--- src/uart_mdrop_pkg.sv ---
// shared constants and types for the multi-drop serial transceiver
package uart_mdrop_pkg;
  localparam int ADDR_W = 3;
  localparam logic [ADDR_W-1:0] DATA_PORT_ADDR = 3'h0;
  localparam logic [ADDR_W-1:0] CTRL_A_ADDR = 3'h1;
  localparam logic [ADDR_W-1:0] CTRL_B_ADDR = 3'h2;
  localparam logic [ADDR_W-1:0] BAUD_LOW_ADDR = 3'h3;
  localparam logic [ADDR_W-1:0] SHARED_ADDR = 3'h4;
  // bit positions
  localparam int SEL_BIT = 7;
  localparam int TXC_BIT = 6;
  localparam int DBL_BIT = 1;
  localparam int MULTIDROP_FILTER_ENABLE_BIT = 0;
  // values after reset
  localparam logic [7:0] CTRL_A_RST = 8'h20;
  localparam logic [6:0] CTRL_C_RST = 7'h06;
  localparam logic [3:0] BAUD_HIGH_RST = 4'h0;
  localparam logic [7:0] BAUD_LOW_RST = 8'h00;
  // oversampling counts per bit
  localparam logic [4:0] SPB_NORMAL = 5'h10;
  localparam logic [4:0] SPB_DOUBLE = 5'h08;
  localparam logic [2:0] SIZE_NINE = 3'h7;
  localparam int RX_DEPTH = 2;

  typedef struct packed {
    logic pe;
    logic overrun_flag;
    logic fe;
    logic [8:0] data;
  } rx_word_t;

  typedef struct packed {
    logic par_en;
    logic par_odd;
    logic two_stop;
    logic [3:0] nbits;
  } frame_cfg_t;

  // character size code to number of data bits
  function automatic logic [3:0] char_bits(input logic [2:0] code);
    case (code)
      3'h0: char_bits = 4'h5;
      3'h1: char_bits = 4'h6;
      3'h2: char_bits = 4'h7;
      3'h7: char_bits = 4'h9;
      default: char_bits = 4'h8;
    endcase
  endfunction
endpackage

--- src/sync_fifo.sv ---
// synchronous fifo with valid/ready on both sides and flush
`timescale 1ns/1ps
module sync_fifo #(
  parameter int WIDTH = 8,
  parameter int DEPTH = 8
) (
  input wire logic sys_clk,
  input wire logic rst,
  input wire logic flush,
  input wire logic in_valid,
  output logic in_ready,
  input wire logic [WIDTH-1:0] in_data,
  output logic out_valid,
  input wire logic out_ready,
  output logic [WIDTH-1:0] out_data
);
  localparam int PW = (DEPTH > 1) ? $clog2(DEPTH) : 1;
  localparam int CW = $clog2(DEPTH + 1);
  logic [WIDTH-1:0] mem [DEPTH];
  logic [PW-1:0] wr_ptr_r;
  logic [PW-1:0] rd_ptr_r;
  logic [CW-1:0] count_r;
  logic push;
  logic pop;

  assign in_ready = (count_r != CW'(DEPTH));
  assign out_valid = (count_r != '0);
  assign out_data = mem[rd_ptr_r];
  assign push = in_valid && in_ready;
  assign pop = out_valid && out_ready;

  function automatic logic [PW-1:0] bump(input logic [PW-1:0] p);
    bump = (p == PW'(DEPTH - 1)) ? '0 : p + 1'b1;
  endfunction

  always_ff @(posedge sys_clk) begin
    if (push) begin
      mem[wr_ptr_r] <= in_data;
    end
  end

  always_ff @(posedge sys_clk or posedge rst) begin
    if (rst) begin
      wr_ptr_r <= '0;
      rd_ptr_r <= '0;
      count_r <= '0;
    end else if (flush) begin
      wr_ptr_r <= '0;
      rd_ptr_r <= '0;
      count_r <= '0;
    end else begin
      if (push) wr_ptr_r <= bump(wr_ptr_r);
      if (pop) rd_ptr_r <= bump(rd_ptr_r);
      if (push && !pop) count_r <= count_r + 1'b1;
      else if (pop && !push) count_r <= count_r - 1'b1;
    end
  end
endmodule

--- src/uart_tx_shifter.sv ---
// transmit shift register: start, data lsb first, parity, one or two stops
`timescale 1ns/1ps
module uart_tx_shifter (
  input wire logic sys_clk,
  input wire logic rst,
  input wire logic ovs_tick,
  input wire logic [4:0] spb,
  input wire logic load,
  input wire logic [8:0] load_data,
  input wire uart_mdrop_pkg::frame_cfg_t cfg,
  output logic idle,
  output logic done,
  output logic txd
);
  import uart_mdrop_pkg::*;
  typedef enum logic [2:0] {
    T_IDLE = 3'b000, T_START = 3'b001, T_DATA = 3'b010,
    T_PAR = 3'b011, T_STOP1 = 3'b100, T_STOP2 = 3'b101
  } tx_state_t;
  tx_state_t st_r;
  logic [8:0] sh_r;
  logic [3:0] cnt_r;
  logic [4:0] ph_r;
  logic par_r;
  logic bit_end;

  assign idle = (st_r == T_IDLE);
  assign bit_end = ovs_tick && (ph_r == spb - 5'h01);

  always_ff @(posedge sys_clk or posedge rst) begin
    if (rst) ph_r <= '0;
    else if (st_r == T_IDLE || bit_end) ph_r <= '0;
    else if (ovs_tick) ph_r <= ph_r + 5'h01;
  end

  always_ff @(posedge sys_clk or posedge rst) begin
    if (rst) begin
      st_r <= T_IDLE;
      sh_r <= '0;
      cnt_r <= '0;
      par_r <= 1'b0;
      txd <= 1'b1;
      done <= 1'b0;
    end else begin
      done <= 1'b0;
      case (st_r)
        T_IDLE: begin
          txd <= 1'b1;
          if (load) begin
            sh_r <= load_data;
            par_r <= cfg.par_odd;
            cnt_r <= '0;
            txd <= 1'b0;
            st_r <= T_START;
          end
        end
        T_START: begin
          if (bit_end) begin
            txd <= sh_r[0];
            par_r <= par_r ^ sh_r[0];
            sh_r <= {1'b0, sh_r[8:1]};
            cnt_r <= 4'h1;
            st_r <= T_DATA;
          end
        end
        T_DATA: begin
          if (bit_end) begin
            if (cnt_r == cfg.nbits) begin
              txd <= cfg.par_en ? par_r : 1'b1;
              st_r <= cfg.par_en ? T_PAR : T_STOP1;
            end else begin
              txd <= sh_r[0];
              par_r <= par_r ^ sh_r[0];
              sh_r <= {1'b0, sh_r[8:1]};
              cnt_r <= cnt_r + 4'h1;
            end
          end
        end
        T_PAR: begin
          if (bit_end) begin
            txd <= 1'b1;
            st_r <= T_STOP1;
          end
        end
        T_STOP1: begin
          if (bit_end) begin
            st_r <= cfg.two_stop ? T_STOP2 : T_IDLE;
            done <= !cfg.two_stop;
          end
        end
        T_STOP2: begin
          if (bit_end) begin
            st_r <= T_IDLE;
            done <= 1'b1;
          end
        end
        default: st_r <= T_IDLE;
      endcase
    end
  end
endmodule

--- src/uart_multidrop.sv ---
// serial transceiver register side with multi-drop address filter
`timescale 1ns/1ps
// Summary of operation
// - with filter on, data-type frames are dropped, never stored or flagged.
// - transmitter ignores the filter enable entirely.
// - for 5 to 8 data bits the first stop bit is the frame type.
// - for 9 data bits the received ninth bit is the frame type.
// - frame type one means address, zero means data.
// - address frames under the filter are stored and flagged as usual.
// - shared write: bit 7 zero writes baud high, one writes control c.
// - shared read gives baud high, or control c if read last cycle.
// - data port write goes to transmit buffer, read gives receive buffer.
// - short characters: upper tx bits ignored, upper rx bits read zero.
// - data port write while transmit buffer is full is discarded.
// - enabled transmitter moves buffer to shifter when empty, shifts it out.
// - receive buffer is a two-entry fifo advanced by every data port read.
// - tx complete clears by writing one or by interrupt service.
// - transmit-buffer-empty flag is set after reset.
// - control c read back shows bit 7 as one.
// - rx complete means unread data; disabling receiver flushes buffer.
module uart_multidrop (
  input wire logic sys_clk,
  input wire logic rst,
  input wire logic [uart_mdrop_pkg::ADDR_W-1:0] reg_addr,
  input wire logic reg_rd,
  input wire logic reg_wr,
  input wire logic [7:0] reg_wdata,
  output logic [7:0] reg_rdata,
  input wire logic tx_complete_ack,
  input wire logic rxd,
  output logic txd
);
  import uart_mdrop_pkg::*;
  typedef enum logic [2:0] {
    R_IDLE = 3'b000, R_START = 3'b001, R_DATA = 3'b010,
    R_PAR = 3'b011, R_STOP = 3'b100
  } rx_state_t;

  logic double_speed_select_r, multidrop_filter_enable_r, tx_complete_flag_r;
  logic [2:0] int_en_r;
  logic rx_en_r, tx_en_r, char_size2_r, tx_ninth_bit_r;
  logic [6:0] ctrl_c_r;
  logic [3:0] baud_divisor_high_r;
  logic [7:0] baud_low_r;
  logic shared_rd_prev_r;
  logic [11:0] pre_cnt_r;
  logic ovs_tick_r;
  logic [8:0] tx_hold_buffer_r;
  logic tx_buf_full_r;
  logic rxd_m_r, rxd_s_r;
  rx_state_t rst_st_r;
  logic [4:0] rph_r;
  logic [3:0] rcnt_r;
  logic [8:0] rsh_r;
  logic rpar_r, rx_done_r, stop_bit_r;
  rx_word_t hold_r;
  logic hold_valid_r, ovr_pend_r;

  logic sel_data, sel_a, sel_b, sel_bl, sel_sh;
  logic [4:0] spb;
  frame_cfg_t cfg;
  logic tx_idle, tx_done, tx_load, tx_buffer_empty_flag;
  logic rx_tick_end, rx_half_end;
  logic frame_type, hold_load, fifo_in_ready, rx_complete_flag;
  rx_word_t head;
  logic [7:0] ctrl_a_rd, ctrl_b_rd;

  assign sel_data = (reg_addr == DATA_PORT_ADDR);
  assign sel_a = (reg_addr == CTRL_A_ADDR);
  assign sel_b = (reg_addr == CTRL_B_ADDR);
  assign sel_bl = (reg_addr == BAUD_LOW_ADDR);
  assign sel_sh = (reg_addr == SHARED_ADDR);
  assign spb = double_speed_select_r ? SPB_DOUBLE : SPB_NORMAL;
  // frame format shared by both directions; the filter enable is not in it
  assign cfg.par_en = ctrl_c_r[5];
  assign cfg.par_odd = ctrl_c_r[4];
  assign cfg.two_stop = ctrl_c_r[3];
  assign cfg.nbits = char_bits({char_size2_r, ctrl_c_r[2:1]});
  assign tx_buffer_empty_flag = !tx_buf_full_r;

  // control registers
  always_ff @(posedge sys_clk or posedge rst) begin
    if (rst) begin
      double_speed_select_r <= CTRL_A_RST[DBL_BIT];
      multidrop_filter_enable_r <= CTRL_A_RST[MULTIDROP_FILTER_ENABLE_BIT];
      int_en_r <= '0;
      rx_en_r <= 1'b0;
      tx_en_r <= 1'b0;
      char_size2_r <= 1'b0;
      tx_ninth_bit_r <= 1'b0;
      baud_low_r <= BAUD_LOW_RST;
    end else if (reg_wr) begin
      if (sel_a) begin
        double_speed_select_r <= reg_wdata[DBL_BIT];
        multidrop_filter_enable_r <= reg_wdata[MULTIDROP_FILTER_ENABLE_BIT];
      end
      if (sel_b) begin
        int_en_r <= reg_wdata[7:5];
        rx_en_r <= reg_wdata[4];
        tx_en_r <= reg_wdata[3];
        char_size2_r <= reg_wdata[2];
        tx_ninth_bit_r <= reg_wdata[0];
      end
      if (sel_bl) baud_low_r <= reg_wdata;
    end
  end

  // shared location: write target picked by the top bit
  always_ff @(posedge sys_clk or posedge rst) begin
    if (rst) begin
      ctrl_c_r <= CTRL_C_RST;
      baud_divisor_high_r <= BAUD_HIGH_RST;
    end else if (reg_wr && sel_sh) begin
      if (reg_wdata[SEL_BIT]) ctrl_c_r <= reg_wdata[6:0];
      else baud_divisor_high_r <= reg_wdata[3:0];
    end
  end

  always_ff @(posedge sys_clk or posedge rst) begin
    if (rst) shared_rd_prev_r <= 1'b0;
    else shared_rd_prev_r <= reg_rd && sel_sh;
  end

  // oversampling prescaler
  always_ff @(posedge sys_clk or posedge rst) begin
    if (rst) begin
      pre_cnt_r <= '0;
      ovs_tick_r <= 1'b0;
    end else begin
      ovs_tick_r <= (pre_cnt_r == '0);
      if (pre_cnt_r == '0) pre_cnt_r <= {baud_divisor_high_r, baud_low_r};
      else pre_cnt_r <= pre_cnt_r - 12'h001;
    end
  end

  // transmit buffer and handoff to the shifter
  assign tx_load = tx_en_r && tx_buf_full_r && tx_idle;
  always_ff @(posedge sys_clk or posedge rst) begin
    if (rst) begin
      tx_buf_full_r <= 1'b0;
      tx_hold_buffer_r <= '0;
    end else if (reg_wr && sel_data && !tx_buf_full_r) begin
      tx_buf_full_r <= 1'b1;
      tx_hold_buffer_r <= {tx_ninth_bit_r, reg_wdata};
    end else if (tx_load) begin
      tx_buf_full_r <= 1'b0;
    end
  end

  // a completion in the clearing cycle wins
  always_ff @(posedge sys_clk or posedge rst) begin
    if (rst) tx_complete_flag_r <= CTRL_A_RST[TXC_BIT];
    else if (tx_done && !tx_buf_full_r) tx_complete_flag_r <= 1'b1;
    else if ((reg_wr && sel_a && reg_wdata[TXC_BIT]) || tx_complete_ack)
      tx_complete_flag_r <= 1'b0;
  end

  uart_tx_shifter u_tx (
    .sys_clk(sys_clk),
    .rst(rst),
    .ovs_tick(ovs_tick_r),
    .spb(spb),
    .load(tx_load),
    .load_data(tx_hold_buffer_r),
    .cfg(cfg),
    .idle(tx_idle),
    .done(tx_done),
    .txd(txd)
  );

  // receive line synchroniser
  always_ff @(posedge sys_clk or posedge rst) begin
    if (rst) begin
      rxd_m_r <= 1'b1;
      rxd_s_r <= 1'b1;
    end else begin
      rxd_m_r <= rxd;
      rxd_s_r <= rxd_m_r;
    end
  end

  assign rx_tick_end = ovs_tick_r && (rph_r == spb - 5'h01);
  assign rx_half_end = ovs_tick_r && (rph_r == (spb >> 1) - 5'h01);

  // receiver: centre of the start bit, then one sample per bit period
  always_ff @(posedge sys_clk or posedge rst) begin
    if (rst) begin
      rst_st_r <= R_IDLE;
      rph_r <= '0;
      rcnt_r <= '0;
      rsh_r <= '0;
      rpar_r <= 1'b0;
      stop_bit_r <= 1'b1;
      rx_done_r <= 1'b0;
    end else begin
      rx_done_r <= 1'b0;
      if (ovs_tick_r) rph_r <= rph_r + 5'h01;
      case (rst_st_r)
        R_IDLE: begin
          rph_r <= '0;
          if (rx_en_r && !rxd_s_r) rst_st_r <= R_START;
        end
        R_START: begin
          if (rx_half_end) begin
            rph_r <= '0;
            rcnt_r <= '0;
            rsh_r <= '0;
            rpar_r <= cfg.par_odd;
            rst_st_r <= rxd_s_r ? R_IDLE : R_DATA;
          end
        end
        R_DATA: begin
          if (rx_tick_end) begin
            rph_r <= '0;
            rsh_r[rcnt_r] <= rxd_s_r;
            rpar_r <= rpar_r ^ rxd_s_r;
            rcnt_r <= rcnt_r + 4'h1;
            if (rcnt_r == cfg.nbits - 4'h1)
              rst_st_r <= cfg.par_en ? R_PAR : R_STOP;
          end
        end
        R_PAR: begin
          if (rx_tick_end) begin
            rph_r <= '0;
            rpar_r <= rpar_r ^ rxd_s_r;
            rst_st_r <= R_STOP;
          end
        end
        R_STOP: begin
          if (rx_tick_end) begin
            stop_bit_r <= rxd_s_r;
            rx_done_r <= 1'b1;
            rst_st_r <= R_IDLE;
          end
        end
        default: rst_st_r <= R_IDLE;
      endcase
      if (!rx_en_r) rst_st_r <= R_IDLE;
    end
  end

  // frame type: first stop bit, or ninth data bit for 9-bit characters
  assign frame_type = (cfg.nbits == 4'h9) ? rsh_r[8] : stop_bit_r;
  assign hold_load = rx_done_r && rx_en_r
    && (!multidrop_filter_enable_r || frame_type);

  // one character may wait here while the fifo is full
  always_ff @(posedge sys_clk or posedge rst) begin
    if (rst) begin
      hold_valid_r <= 1'b0;
      hold_r <= '0;
      ovr_pend_r <= 1'b0;
    end else if (!rx_en_r) begin
      hold_valid_r <= 1'b0;
      ovr_pend_r <= 1'b0;
    end else begin
      if (hold_valid_r && !fifo_in_ready && rst_st_r == R_IDLE && !rxd_s_r)
        ovr_pend_r <= 1'b1;
      if (hold_load && (!hold_valid_r || fifo_in_ready)) begin
        hold_valid_r <= 1'b1;
        hold_r.data <= rsh_r;
        hold_r.fe <= !stop_bit_r;
        hold_r.pe <= cfg.par_en && rpar_r;
        hold_r.overrun_flag <= 1'b0;
      end else if (hold_valid_r && fifo_in_ready) begin
        hold_valid_r <= 1'b0;
      end
      if (hold_valid_r && fifo_in_ready) ovr_pend_r <= 1'b0;
    end
  end

  sync_fifo #(.WIDTH($bits(rx_word_t)), .DEPTH(RX_DEPTH)) u_rx_fifo (
    .sys_clk(sys_clk),
    .rst(rst),
    .flush(!rx_en_r),
    .in_valid(hold_valid_r),
    .in_ready(fifo_in_ready),
    .in_data({hold_r.pe, ovr_pend_r, hold_r.fe, hold_r.data}),
    .out_valid(rx_complete_flag),
    .out_ready(reg_rd && sel_data),
    .out_data(head)
  );

  assign ctrl_a_rd = {rx_complete_flag, tx_complete_flag_r,
    tx_buffer_empty_flag, head.fe & rx_complete_flag,
    head.overrun_flag & rx_complete_flag, head.pe & rx_complete_flag,
    double_speed_select_r, multidrop_filter_enable_r};
  assign ctrl_b_rd = {int_en_r, rx_en_r, tx_en_r, char_size2_r,
    head.data[8] & rx_complete_flag, tx_ninth_bit_r};

  // registered read data, valid the cycle after the strobe
  always_ff @(posedge sys_clk or posedge rst) begin
    if (rst) begin
      reg_rdata <= '0;
    end else if (reg_rd) begin
      if (sel_data)
        reg_rdata <= rx_complete_flag ? head.data[7:0] : 8'h00;
      else if (sel_a) reg_rdata <= ctrl_a_rd;
      else if (sel_b) reg_rdata <= ctrl_b_rd;
      else if (sel_bl) reg_rdata <= baud_low_r;
      else if (sel_sh && shared_rd_prev_r)
        reg_rdata <= {1'b1, ctrl_c_r};
      else if (sel_sh) reg_rdata <= {4'h0, baud_divisor_high_r};
      else reg_rdata <= 8'h00;
    end
  end

  filter_drop_a: assert property (@(posedge sys_clk) disable iff (rst)
    rx_done_r && multidrop_filter_enable_r && !frame_type |=> $stable(hold_r))
    else $error("data frame passed the filter");
  addr_keep_a: assert property (@(posedge sys_clk) disable iff (rst)
    rx_done_r && rx_en_r && frame_type && !hold_valid_r |=> hold_valid_r)
    else $error("address frame not stored");
  nine_type_a: assert property (@(posedge sys_clk) disable iff (rst)
    rx_done_r && cfg.nbits == 4'h9 |-> frame_type == rsh_r[8])
    else $error("ninth bit not used as frame type");
  shared_wr_a: assert property (@(posedge sys_clk) disable iff (rst)
    reg_wr && sel_sh && !reg_wdata[7] |=>
    baud_divisor_high_r == $past(reg_wdata[3:0]) && $stable(ctrl_c_r))
    else $error("shared write hit wrong register");
  shared_rd_a: assert property (@(posedge sys_clk) disable iff (rst)
    reg_rd && sel_sh ##1 reg_rd && sel_sh |=> reg_rdata[7])
    else $error("second shared read lacks control c");
  first_rd_a: assert property (@(posedge sys_clk) disable iff (rst)
    !(reg_rd && sel_sh) ##1 reg_rd && sel_sh |=> reg_rdata[7:4] == 4'h0)
    else $error("first shared read not baud high");
  full_drop_a: assert property (@(posedge sys_clk) disable iff (rst)
    reg_wr && sel_data && tx_buf_full_r |=> $stable(tx_hold_buffer_r))
    else $error("write into full transmit buffer");
  tx_move_a: assert property (@(posedge sys_clk) disable iff (rst)
    tx_load && !(reg_wr && sel_data) |=> !tx_buf_full_r ##1 !tx_idle)
    else $error("buffer not moved to shifter");
  txc_clear_a: assert property (@(posedge sys_clk) disable iff (rst)
    tx_complete_ack && !tx_done |=> !tx_complete_flag_r)
    else $error("tx complete not cleared");
  flush_a: assert property (@(posedge sys_clk) disable iff (rst)
    !rx_en_r ##1 !rx_en_r |-> !rx_complete_flag)
    else $error("receive buffer not flushed");
  addr_cov: cover property (@(posedge sys_clk) hold_load && frame_type);
  ctrlc_cov: cover property (@(posedge sys_clk) reg_rd && sel_sh
    && shared_rd_prev_r);
  full_cov: cover property (@(posedge sys_clk) !fifo_in_ready && hold_valid_r);
endmodule

--- config.mk ---
export PLATFORM = sky130hd
export DESIGN_NAME = uart_multidrop
export DESIGN_NICKNAME = d
export VERILOG_FILES = /design/src/uart_mdrop_pkg.sv /design/src/sync_fifo.sv /design/src/uart_tx_shifter.sv /design/src/uart_multidrop.sv
export SDC_FILE = /design/constraint.sdc
export NUM_CORES = 1
export LEC_CHECK = 0
export BUFFER_PORTS_ARGS = -buffer_cell sky130_fd_sc_hd__buf_2
export CELL_PAD_IN_SITES_DETAIL_PLACEMENT = 0
export CELL_PAD_IN_SITES_GLOBAL_PLACEMENT = 1
export CORE_AREA = 2 2 129 131
export CTS_BUF_LIST = sky130_fd_sc_hd__clkbuf_4
export CTS_CLUSTER_DIAMETER = 80
export DETAILED_ROUTE_END_ITERATION = 16
export DIE_AREA = 0 0 131 133
export GPL_TIMING_DRIVEN = 0
export PLACE_DENSITY = 0.75
export RECOVER_POWER = 25
export SLEW_MARGIN = 20
export SYNTH_ARGS = -nofsm -noshare
export SYNTH_HDL_FRONTEND = slang
export SYNTH_SLANG_ARGS = --single-unit
--- constraint.sdc ---
create_clock -name sys_clk -period 3.3 [get_ports sys_clk]
set_input_delay 0 -clock sys_clk [delete_from_list [all_inputs] [get_ports sys_clk]]
set_output_delay 0 -clock sys_clk [all_outputs]
set_load 0.03 [all_outputs]
==> results of run 1 <==
## flip-flops by register name, indices dropped and copies added (netlist names), 2 cells and up
register             cells
u_tx.cnt_r               4
rcnt_r                   4
baud_divisor_high_r      4
rsh_r                    9
u_rx_fifo.mem           24
ctrl_c_r                 7
rph_r                    5
u_tx.st_r                3
int_en_r                 3
pre_cnt_r               12
u_rx_fifo.count_r        2
rst_st_r                 3
reg_rdata                8
baud_low_r               8
u_tx.ph_r                5
u_tx.sh_r                9
tx_hold_buffer_r         9
hold_r                  11
## power by group through the flow
stage                     Sequential, W  Combinational (W)  Clock (W)
after floorplan                 0.00245           0.000851          0
final                           0.00249            0.00113    0.00111
after CTS                       0.00248            0.00114    0.00115
after detailed placement        0.00252            0.00111          0
after global placement          0.00250            0.00107          0
after global routing            0.00252            0.00125    0.00124
## through the flow
| stage | total power [W] | hold slack [ns] | setup slack, ns | instances |
|---|---|---|---|---|
| finish | 0.00473 | 0.0669 | 0.932 | 944 |
| global placement | 0.00358 | 0.108 | 0.916 | 890 |
| global route | 0.00501 | 0.0192 | 0.792 | 944 |
| floorplan | 0.00330 | 0.00448 | 1.22 | 648 |
| CTS | 0.00476 | 0.0133 | 0.915 | 943 |
| detailed placement | 0.00363 | -0.0323 | 0.925 | 894 |
## logic make-up after synthesis
logic type	after synthesis
multiplexers	98
adder cells (fa/ha/maj)	9
AND/OR/NAND/NOR	202
AO/OA/AOI/OAI	110
XOR/XNOR	27
flip-flops	152
buffers and inverters	50
## per-layer routing
layer | vias up | global-route usage
li1 | 2474 | -
met1 | 2578 | 0.279
met2 | 111 | 0.302
met3 | 18 | 0.0485
met4 | 0 | 0.0597
met5 | - | 0
## how the worst max path moves through the flow
stage | from | end | slack [ns]
6_report | u_tx.st_r[0] | u_tx.sh_r[2] | 0.93
5_1_grt | u_tx.st_r[0] | u_tx.sh_r[2] | 0.79
3_3_place_gp | rst | u_tx.st_r[1] | 0.92
4_1_cts | u_tx.st_r[0] | u_tx.sh_r[4] | 0.92
3_5_place_dp | u_tx.st_r[0] | u_tx.sh_r[4] | 0.93
2_1_floorplan | u_tx.st_r[0] | u_tx.sh_r[1] | 1.22
## cells in the final DEF (no fill, tap or decap), types with 10 or more instances in the layout
cell type / n
clkbuf_4: 17
mux2_2: 61
dfrtp_1: 122
clkbuf_1: 23
nor2_1: 50
mux2i_1: 31
inv_1: 18
nand2_1: 55
buf_2: 28
edfxtp_1: 24
xnor2_1: 12
xor2_1: 15
a21oi_1: 13
nand3_1: 16
nor2b_1: 10
o21ai_0: 33
dlygate4sd3_1: 17
nand2b_1: 10
## what timing repair did
| action | CTS | global route |
|---|---|---|
| gates resized for setup | 0 | 0 |
| endpoints found under the setup margin | 0 | 0 |
| hold buffers | 17 | 0 |
| hold endpoints to repair | 171 | 0 |
## worst max-delay path: stages (launching register included)
cell and delay (ns):
dfrtp_1 0.38, buf_2 0.17, nand2b_1 0.15, buf_2 0.18, a21oi_1 0.31, clkbuf_1 0.44
mux2_2 0.39, mux2_4 0.26
## final cells by class
cell class                 instances  area, um^2  area share
sequential                       152        3930       0.474
multi-input combinational        446        3260       0.393
timing repair buffer              43         344      0.0415
tap                              220         275      0.0332
clock inverter                    15         143      0.0172
buffer                            31         135      0.0163
clock buffer                      17         128      0.0154
inverter                          19        72.6     0.00875
antenna                            1        2.50    0.000302
==> impl_metrics.py, run 1 <==
metrics = {
    "status": {
        "status": "completed",
    },
    "hold_path": {
        "hold_end": "shared_rd_prev_r",
        "hp-class": "input pin to flop",
        "hold_start": "reg_addr[0]",
        "whs_path_depth": 3,
    },
    "routing": {
        "wl_met3_um": 621,
        "viasPerCell": 5.49,
        "met2WireLength_um": 7360,
        "drc_errors": 0,
        "drtAntennaViolNets": 0,
        "drtIter0Drc": 428,
        "first_pass_iters": 5,
        "wl_um": 16000,
        "wl_per_cell_um": 17.0,
        "routed.top_layer": "met4",
        "wl_met1_um": 7770,
        "vias": 5181,
    },
    "synth": {
        "synth-xor-area-share": 0.0320,
        "async_reset_ff_frac": 0.842,
        "yosys_register_bits": 152,
        "synthAdderAreaFrac": 0.0152,
        "synthSimpleGateAreaFrac": 0.143,
        "synth_edf_count": 24,
        "synth.area.top_cells": "dfrtp_1 41%, edfxtp_1 9.7%, mux2_2 9.3%, mux2i_1 4.2%, nand2_1 2.8%",
        "synth_commonest_cells": "122 x dfrtp_1, 61 x mux2_2, 55 x nand2_1",
        "synth_fp_nets": 674,
        "yosysTopAreaCell": "dfrtp_1",
        "syn-instance-count": 648,
        "yosysMostFrequentCell": "dfrtp_1",
        "syn_avg_cell_area_um2": 11.4,
        "synth_seq_area_share": 0.531,
        "synth_top_area_frac": 0.413,
        "synthMuxAreaShare": 0.147,
        "synth_compound_area_frac": 0.104,
        "synthDistinctLibCells": 73,
        "synth_area_um2": 7400,
        "yosysWarnings": 0,
        "synth_top_family_by_area": "multiplexers",
        "synth_ff_type": "dfrtp_1",
    },
    "placement": {
        "hpwl_um": 11600,
        "place_area_um2": 7870,
        "port_buffers": 22,
        "gp_congestion": 0.861,
    },
    "power_and_ir_drop": {
        "comb_power_share": 0.238,
        "switching_share": 0.333,
        "leakagePower_nw": 3.35,
        "p_int_w": 0.00315,
        "power_density_nw_per_um2": 570,
        "irDropWorstVdd_mv": 0.242,
        "seq_power_share": 0.526,
        "p_switching_w": 0.00157,
        "clock_power_share": 0.235,
    },
    "layout": {
        "area_growth_pct": 12.1,
        "n_fill_cell": 1425,
        "final_util": 0.513,
        "layout-drive-gt1-share": 0.206,
        "nNetsFinal": 736,
        "design_area_um2": 8290,
    },
    "critical_path": {
        "reg2reg_to": "u_tx.sh_r[2]",
        "r2r_slack_ns": 0.93,
        "critPathKind": "flop to flop",
        "worstPathRequired_ns": 3.75,
        "r2r_start": "u_tx.st_r[0]",
        "cp_max_fo": 10,
        "cp-end-kind": "flop",
        "worstSetupStartpointType": "flop",
        "arrival_ns": 2.82,
        "reg2reg_depth": 7,
    },
    "floorplanning": {
        "die_x_um": 131,
        "core_um2": 16200,
        "num_rows": 47,
        "die_y_um": 133,
        "io_pins": 26,
        "initial_core_util": 0.457,
        "dieArea_um2": 17400,
    },
    "timing": {
        "rsz0062_at_grt": "no",
        "fin_crit_ns": 2.37,
        "setup_violations": 0,
        "fin_tns_setup_ns": 0,
        "finalClockSkew_ns": 0.0132,
        "worst_pin_slew_ns": 1.37,
        "hold_violations": 0,
        "max-slew-margin-rel": 0.0852,
        "slew_viol_final": 0,
        "clock.fmax_mhz": 422,
        "fin_crit_sh": 0.718,
    },
    "clock_tree": {
        "cts_setup_buffers": 0,
        "cts.sinks": 152,
        "clockBufferDepth": 2,
        "tritoncts": "yes",
        "cts.htree.levels": 4,
        "clk-insertion-delay-late_ns": 0.56,
        "root_buffer": "clkbuf_4",
        "clkTransAtPathRegs_ns": 0.13,
        "tritoncts.num_buffers": 17,
    },
    "global_routing": {
        "grt_max_degree": 37,
        "grt_pass1_vias": 5114,
        "grt_usage": 0.198,
        "grt_first_pass_wirelength_um": 26500,
        "antenna_found_initial": 1,
        "grt-ovfl-total": 0,
    },
    "job": {
        "drv_cap": 0,
    },
}
Note: power is estimated with default switching activity, not from simulation.
==> run 2, diff against run 1 <==
==> constraint.sdc (replaced) <==
create_clock -name sys_clk -period 2 [get_ports sys_clk]
set_input_delay 0 -clock sys_clk [delete_from_list [all_inputs] [get_ports sys_clk]]
set_output_delay 0 -clock sys_clk [all_outputs]
set_load 0.03 [all_outputs]
==> impl_metrics.py, run 2 (same netlist as run 1, synthesis figures left out) <==
metrics = {
    "floorplanning": {
        "dieArea_um2": 17400,
        "num_rows": 47,
        "core_um2": 16200,
        "initial_core_util": 0.457,
        "die_x_um": 131,
        "die_y_um": 133,
        "io_pins": 26,
    },
    "layout": {
        "layout-drive-gt1-share": 0.304,
        "largest_registers": "u_rx_fifo.mem: 24 flops, pre_cnt_r: 12 flops, hold_r: 11 flops",
        "area_growth_pct": 18.7,
        "largest_reg_flops": 24,
        "n_fill_cell": 1403,
        "final_util": 0.543,
        "regMostFlops": "u_rx_fifo.mem",
        "mostFrequentLayoutCell": "dfrtp_1",
        "layout_common_cells": "117 x dfrtp_1, 61 x mux2_2, 53 x nand2_1",
        "nNetsFinal": 764,
    },
    "hold_path": {
        "hp-class": "input pin to flop",
    },
    "global_routing": {
        "grt_usage": 0.204,
        "grt-ovfl-total": 0,
        "grt_max_degree": 32,
        "grt_first_pass_wirelength_um": 27300,
        "antenna_found_initial": 1,
        "grt_pass1_vias": 5206,
    },
    "placement": {
        "gp_congestion": 0.888,
        "port_buffers": 22,
        "hpwl_um": 11700,
        "preCtsSetupSlack_ns": -0.214,
    },
    "critical_path": {
        "r2r_slack_ns": -0.04,
        "cp_top_family": "compound AO/OA/AOI/OAI gates",
        "cp_max_fo": 7,
        "cp-end-kind": "flop",
        "slowest_delay_ns": 0.65,
        "critPathBufInv": 1,
        "arrival_ns": 2.50,
        "worstPathRequired_ns": 2.46,
        "crit_chain": "nor2_4, a22o_1, a221o_2, a21oi_4, buf_8, mux2_4",
        "worstSetupStartpointType": "flop",
        "critPathKind": "flop to flop",
        "worst_path_max_delay_cell": "dfstp_2",
    },
    "power_and_ir_drop": {
        "leakagePower_nw": 3.55,
        "power_density_nw_per_um2": 917,
        "irDropWorstVdd_mv": 0.342,
    },
    "timing": {
        "max-slew-margin-rel": 0.279,
        "finalClockSkew_ns": 0.0193,
        "fin_crit_sh": 1.02,
        "hold_violations": 0,
        "setup_violations": 8,
        "slew_viol_final": 0,
        "fin_ws_ns": -0.0358,
        "fin_crit_ns": 2.04,
        "clock.fmax_mhz": 491,
        "worst_pin_slew_ns": 1.07,
        "rsz0062_at_grt": "yes",
    },
    "routing": {
        "viasPerCell": 5.42,
        "wl_um": 16700,
        "drc_errors": 0,
        "drtIter0Drc": 436,
        "drtAntennaViolNets": 0,
        "wl_per_cell_um": 17.2,
        "first_pass_iters": 5,
        "vias": 5271,
    },
    "status": {
        "violations": "negative setup slack",
        "status": "finished, violations left",
    },
    "clock_tree": {
        "tritoncts": "yes",
        "cts.htree.levels": 4,
        "cts.sinks": 152,
        "clkTransAtPathRegs_ns": 0.14,
        "tritoncts.num_buffers": 17,
        "clockBufferDepth": 2,
        "clk-insertion-delay-late_ns": 0.58,
        "root_buffer": "clkbuf_4",
    },
    "job": {
        "drv_cap": 0,
    },
}
## run 2: stage by stage
step	hold slack, ns	TNS [ns]	total power (W)	instances	area [um^2]
after global placement	0.108	-49.78	0.00592	890	7820
after detailed placement	0.108	-6.35	0.00600	894	7910
after CTS	0.0103	-0.219	0.00804	961	8650
after floorplan	0.00448	-0.0530	0.00546	648	7430
final	0.0587	-0.191	0.00805	972	8780
after global routing	0.0488	-1.61	0.00852	972	8780
## run 2: worst paths after layout
check,startpoint,cells past startpoint,to
worst max-delay path,ctrl_c_r[2],6,u_tx.sh_r[4]
worst min-delay path,reg_addr[0],3,shared_rd_prev_r
worst max register to register,ctrl_c_r[2],6,u_tx.sh_r[4]
worst min register to register,rxd_m_r,0,rxd_s_r
max in group asynchronous,rst,5,rxd_s_r
min in group asynchronous,rst,3,u_rx_fifo.count_r[0]
## run 2: worst register-to-register path: stages (launching register included)
cell and delay, ns:
dfstp_2 0.65, nor2_4 0.05, a22o_1 0.17, a221o_2 0.40
a21oi_4 0.21, buf_8 0.16, mux2_4 0.30
## run 2: power by group
part | total, W | switching (W) | internal, W
Combinational | 0.00209 | 0.00102 | 0.00107
Clock | 0.00180 | 0.00124 | 0.000559
Sequential | 0.00416 | 0.000501 | 0.00366
## run 2: layer usage
| metal | vias to the layer above | wire, um | global-route usage |
|---|---|---|---|
| li1 | 2530 | - | - |
| met1 | 2625 | 7890 | 0.290 |
| met2 | 90 | 8020 | 0.309 |
| met3 | 26 | 508 | 0.0437 |
| met4 | 0 | 329 | 0.0715 |
| met5 | - | 0 | 0 |
## run 2: cell type report
class                   count  area, um^2  share of cell area
plain buffers              27         146              0.0167
repair buffers             75         561              0.0639
diodes                      1        2.50            0.000285
multi-input cells         446        3520               0.401
flip-flops and latches    152        3940               0.449
clock buffers              18         135              0.0154
clock inverters            14         129              0.0147
well taps                 220         275              0.0314
inverters                  19        72.6             0.00827
## run 2: what timing repair did
action                                  CTS  global route
hold buffers                             16             0
endpoints found under the setup margin   56            60
buffers inserted                         23            10
pin swaps                                 9            15
hold endpoints to repair                151             0
resized for setup                        42            28
==> run 3, diff against run 2 <==
--- a/config.mk
+++ b/config.mk
@@ -8,13 +8,13 @@
 export BUFFER_PORTS_ARGS = -buffer_cell sky130_fd_sc_hd__buf_2
 export CELL_PAD_IN_SITES_DETAIL_PLACEMENT = 0
 export CELL_PAD_IN_SITES_GLOBAL_PLACEMENT = 1
-export CORE_AREA = 2 2 129 131
+export CORE_AREA = 2 2 119 121
 export CTS_BUF_LIST = sky130_fd_sc_hd__clkbuf_4
 export CTS_CLUSTER_DIAMETER = 80
 export DETAILED_ROUTE_END_ITERATION = 16
-export DIE_AREA = 0 0 131 133
+export DIE_AREA = 0 0 121 123
 export GPL_TIMING_DRIVEN = 0
-export PLACE_DENSITY = 0.75
+export PLACE_DENSITY = 0.83
 export RECOVER_POWER = 25
 export SLEW_MARGIN = 20
 export SYNTH_ARGS = -nofsm -noshare
==> constraint.sdc (replaced) <==
create_clock -name sys_clk -period 2.35 [get_ports sys_clk]
set_input_delay 0 -clock sys_clk [delete_from_list [all_inputs] [get_ports sys_clk]]
set_output_delay 0 -clock sys_clk [all_outputs]
set_load 0.03 [all_outputs]
==> impl_metrics.py, run 3 (same netlist as run 1, synthesis figures left out) <==
metrics = {
    "status": {
        "status": "completed",
    },
    "routing": {
        "drtIter0Drc": 417,
        "wl_um": 16400,
        "drc_errors": 0,
        "drtAntennaViolNets": 0,
        "first_pass_iters": 5,
        "vias": 5229,
        "viasPerCell": 5.78,
        "wl_per_cell_um": 18.1,
    },
    "clock_tree": {
        "clk-insertion-delay-late_ns": 0.57,
        "cts_setup_buffers": 0,
        "cts.sinks": 152,
        "cts.htree.levels": 4,
        "tritoncts": "yes",
        "tritoncts.num_buffers": 17,
        "root_buffer": "clkbuf_4",
        "clkTransAtPathRegs_ns": 0.12,
        "clockBufferDepth": 2,
    },
    "power_and_ir_drop": {
        "leakagePower_nw": 3.36,
        "power_density_nw_per_um2": 800,
        "finalPower_w": 0.00661,
        "irDropWorstVdd_mv": 0.375,
    },
    "timing": {
        "fin_ws_ns": 0.0629,
        "clock.fmax_mhz": 437,
        "max-slew-margin-rel": 0.128,
        "whs_ns": 0.0710,
        "setup_violations": 0,
        "worst_pin_slew_ns": 1.31,
        "fin_crit_ns": 2.29,
        "hold_violations": 0,
        "finalClockSkew_ns": 0.0221,
        "fin_crit_sh": 0.973,
        "rsz0062_at_grt": "no",
        "slew_viol_final": 0,
    },
    "critical_path": {
        "cp_max_fo": 10,
        "worstPathRequired_ns": 2.80,
        "worstSetupStartpointType": "flop",
        "arrival_ns": 2.73,
        "cp-end-kind": "flop",
        "critPathKind": "flop to flop",
    },
    "floorplanning": {
        "initial_core_util": 0.543,
        "num_rows": 43,
        "io_pins": 26,
        "dieArea_um2": 14900,
        "core_um2": 13600,
        "die_y_um": 123,
        "die_x_um": 121,
    },
    "layout": {
        "design_area_um2": 8270,
        "largest_reg_flops": 24,
        "largest_registers": "u_rx_fifo.mem: 24 flops, pre_cnt_r: 12 flops, hold_r: 11 flops",
        "layout_common_cells": "122 x dfrtp_1, 61 x mux2_2, 54 x nand2_1",
        "mostFrequentLayoutCell": "dfrtp_1",
        "nNetsFinal": 736,
        "area_growth_pct": 11.8,
        "regMostFlops": "u_rx_fifo.mem",
        "final_util": 0.607,
        "layout-drive-gt1-share": 0.214,
    },
    "placement": {
        "port_buffers": 22,
        "preCtsSetupSlack_ns": -0.00298,
        "gp_congestion": 0.866,
        "hpwl_um": 11900,
        "place_area_um2": 7830,
    },
    "global_routing": {
        "grt_pass1_vias": 5149,
        "grt_first_pass_wirelength_um": 26300,
        "grt_usage": 0.231,
        "grt_max_degree": 36,
        "grt-ovfl-total": 0,
        "antenna_found_initial": 1,
    },
    "hold_path": {
        "hp-class": "input pin to flop",
    },
    "job": {
        "drv_cap": 0,
    },
}
## run 3: cell count changes in the layout (fill, tap and decap cells not counted), sizes merged
cell	change
buf	-32
bufinv	+1
clkbuf	+4
clkinv	+3
clkinvlp	+1
diode	+1
dlygate4sd3	+1
dlymetal6s2s	+1
inv	-7
## run 3: cell type report
class / instances / area, um^2
Multi-Input combinational cell: 446 / 3300
Timing Repair Buffer: 43 / 329
Tap cell: 180 / 225
Clock inverter: 12 / 121
Buffer: 31 / 138
Sequential cell: 152 / 3930
Antenna cell: 2 / 5.00
Fill cell: 1091 / 5340
Clock buffer: 20 / 150
Inverter: 19 / 72.6
## run 3: repair_timing
action / CTS / global route
resized for setup: 1 / 9
pin swaps: 0 / 1
hold buffers: 17 / 0
hold endpoints to repair: 145 / 0
endpoints found under the setup margin: 5 / 17
cloned: 0 / 0
## run 3: final timing paths
kind / start / endpoint / slack, ns / cells after the start
max: ctrl_c_r[2] / u_tx.sh_r[5] / 0.06 / 7
min: rxd / rxd_m_r / 0.07 / 2
max reg2reg: ctrl_c_r[2] / u_tx.sh_r[5] / 0.06 / 7
min reg2reg: rxd_m_r / rxd_s_r / 0.37 / 0
max in group asynchronous: rst / u_tx.st_r[2] / 0.53 / 4
min in group asynchronous: rst / reg_rdata[2] / 0.13 / 3
## run 3: critical path, cell delays in order, from the launching register on
cell and delay [ns]:
dfstp_2 0.64, nor2_1 0.12, a22o_1 0.20, a221o_2 0.32, buf_2 0.19, a21oi_4 0.20, buf_6 0.20, mux2_4 0.32
## run 3: metal layers
layer  wire length, um  vias up  track usage
li1                  -     2482            -
met1              7640     2598        0.319
met2              7710      124        0.368
met4               293        0       0.0690
met3               741       25       0.0530
met5                 0        -            0
## run 3: per-stage QoR
stage               setup TNS [ns]  std cells
floorplan                        0        648
global placement             -2.69        850
detailed placement        -0.00362        854
CTS                              0        903
global route                     0        905
finish                           0        905
## run 3: power by group
group / switching, W / internal [W]
registers: 0.000380 / 0.00311
logic: 0.000825 / 0.000777
clock network: 0.000953 / 0.000572
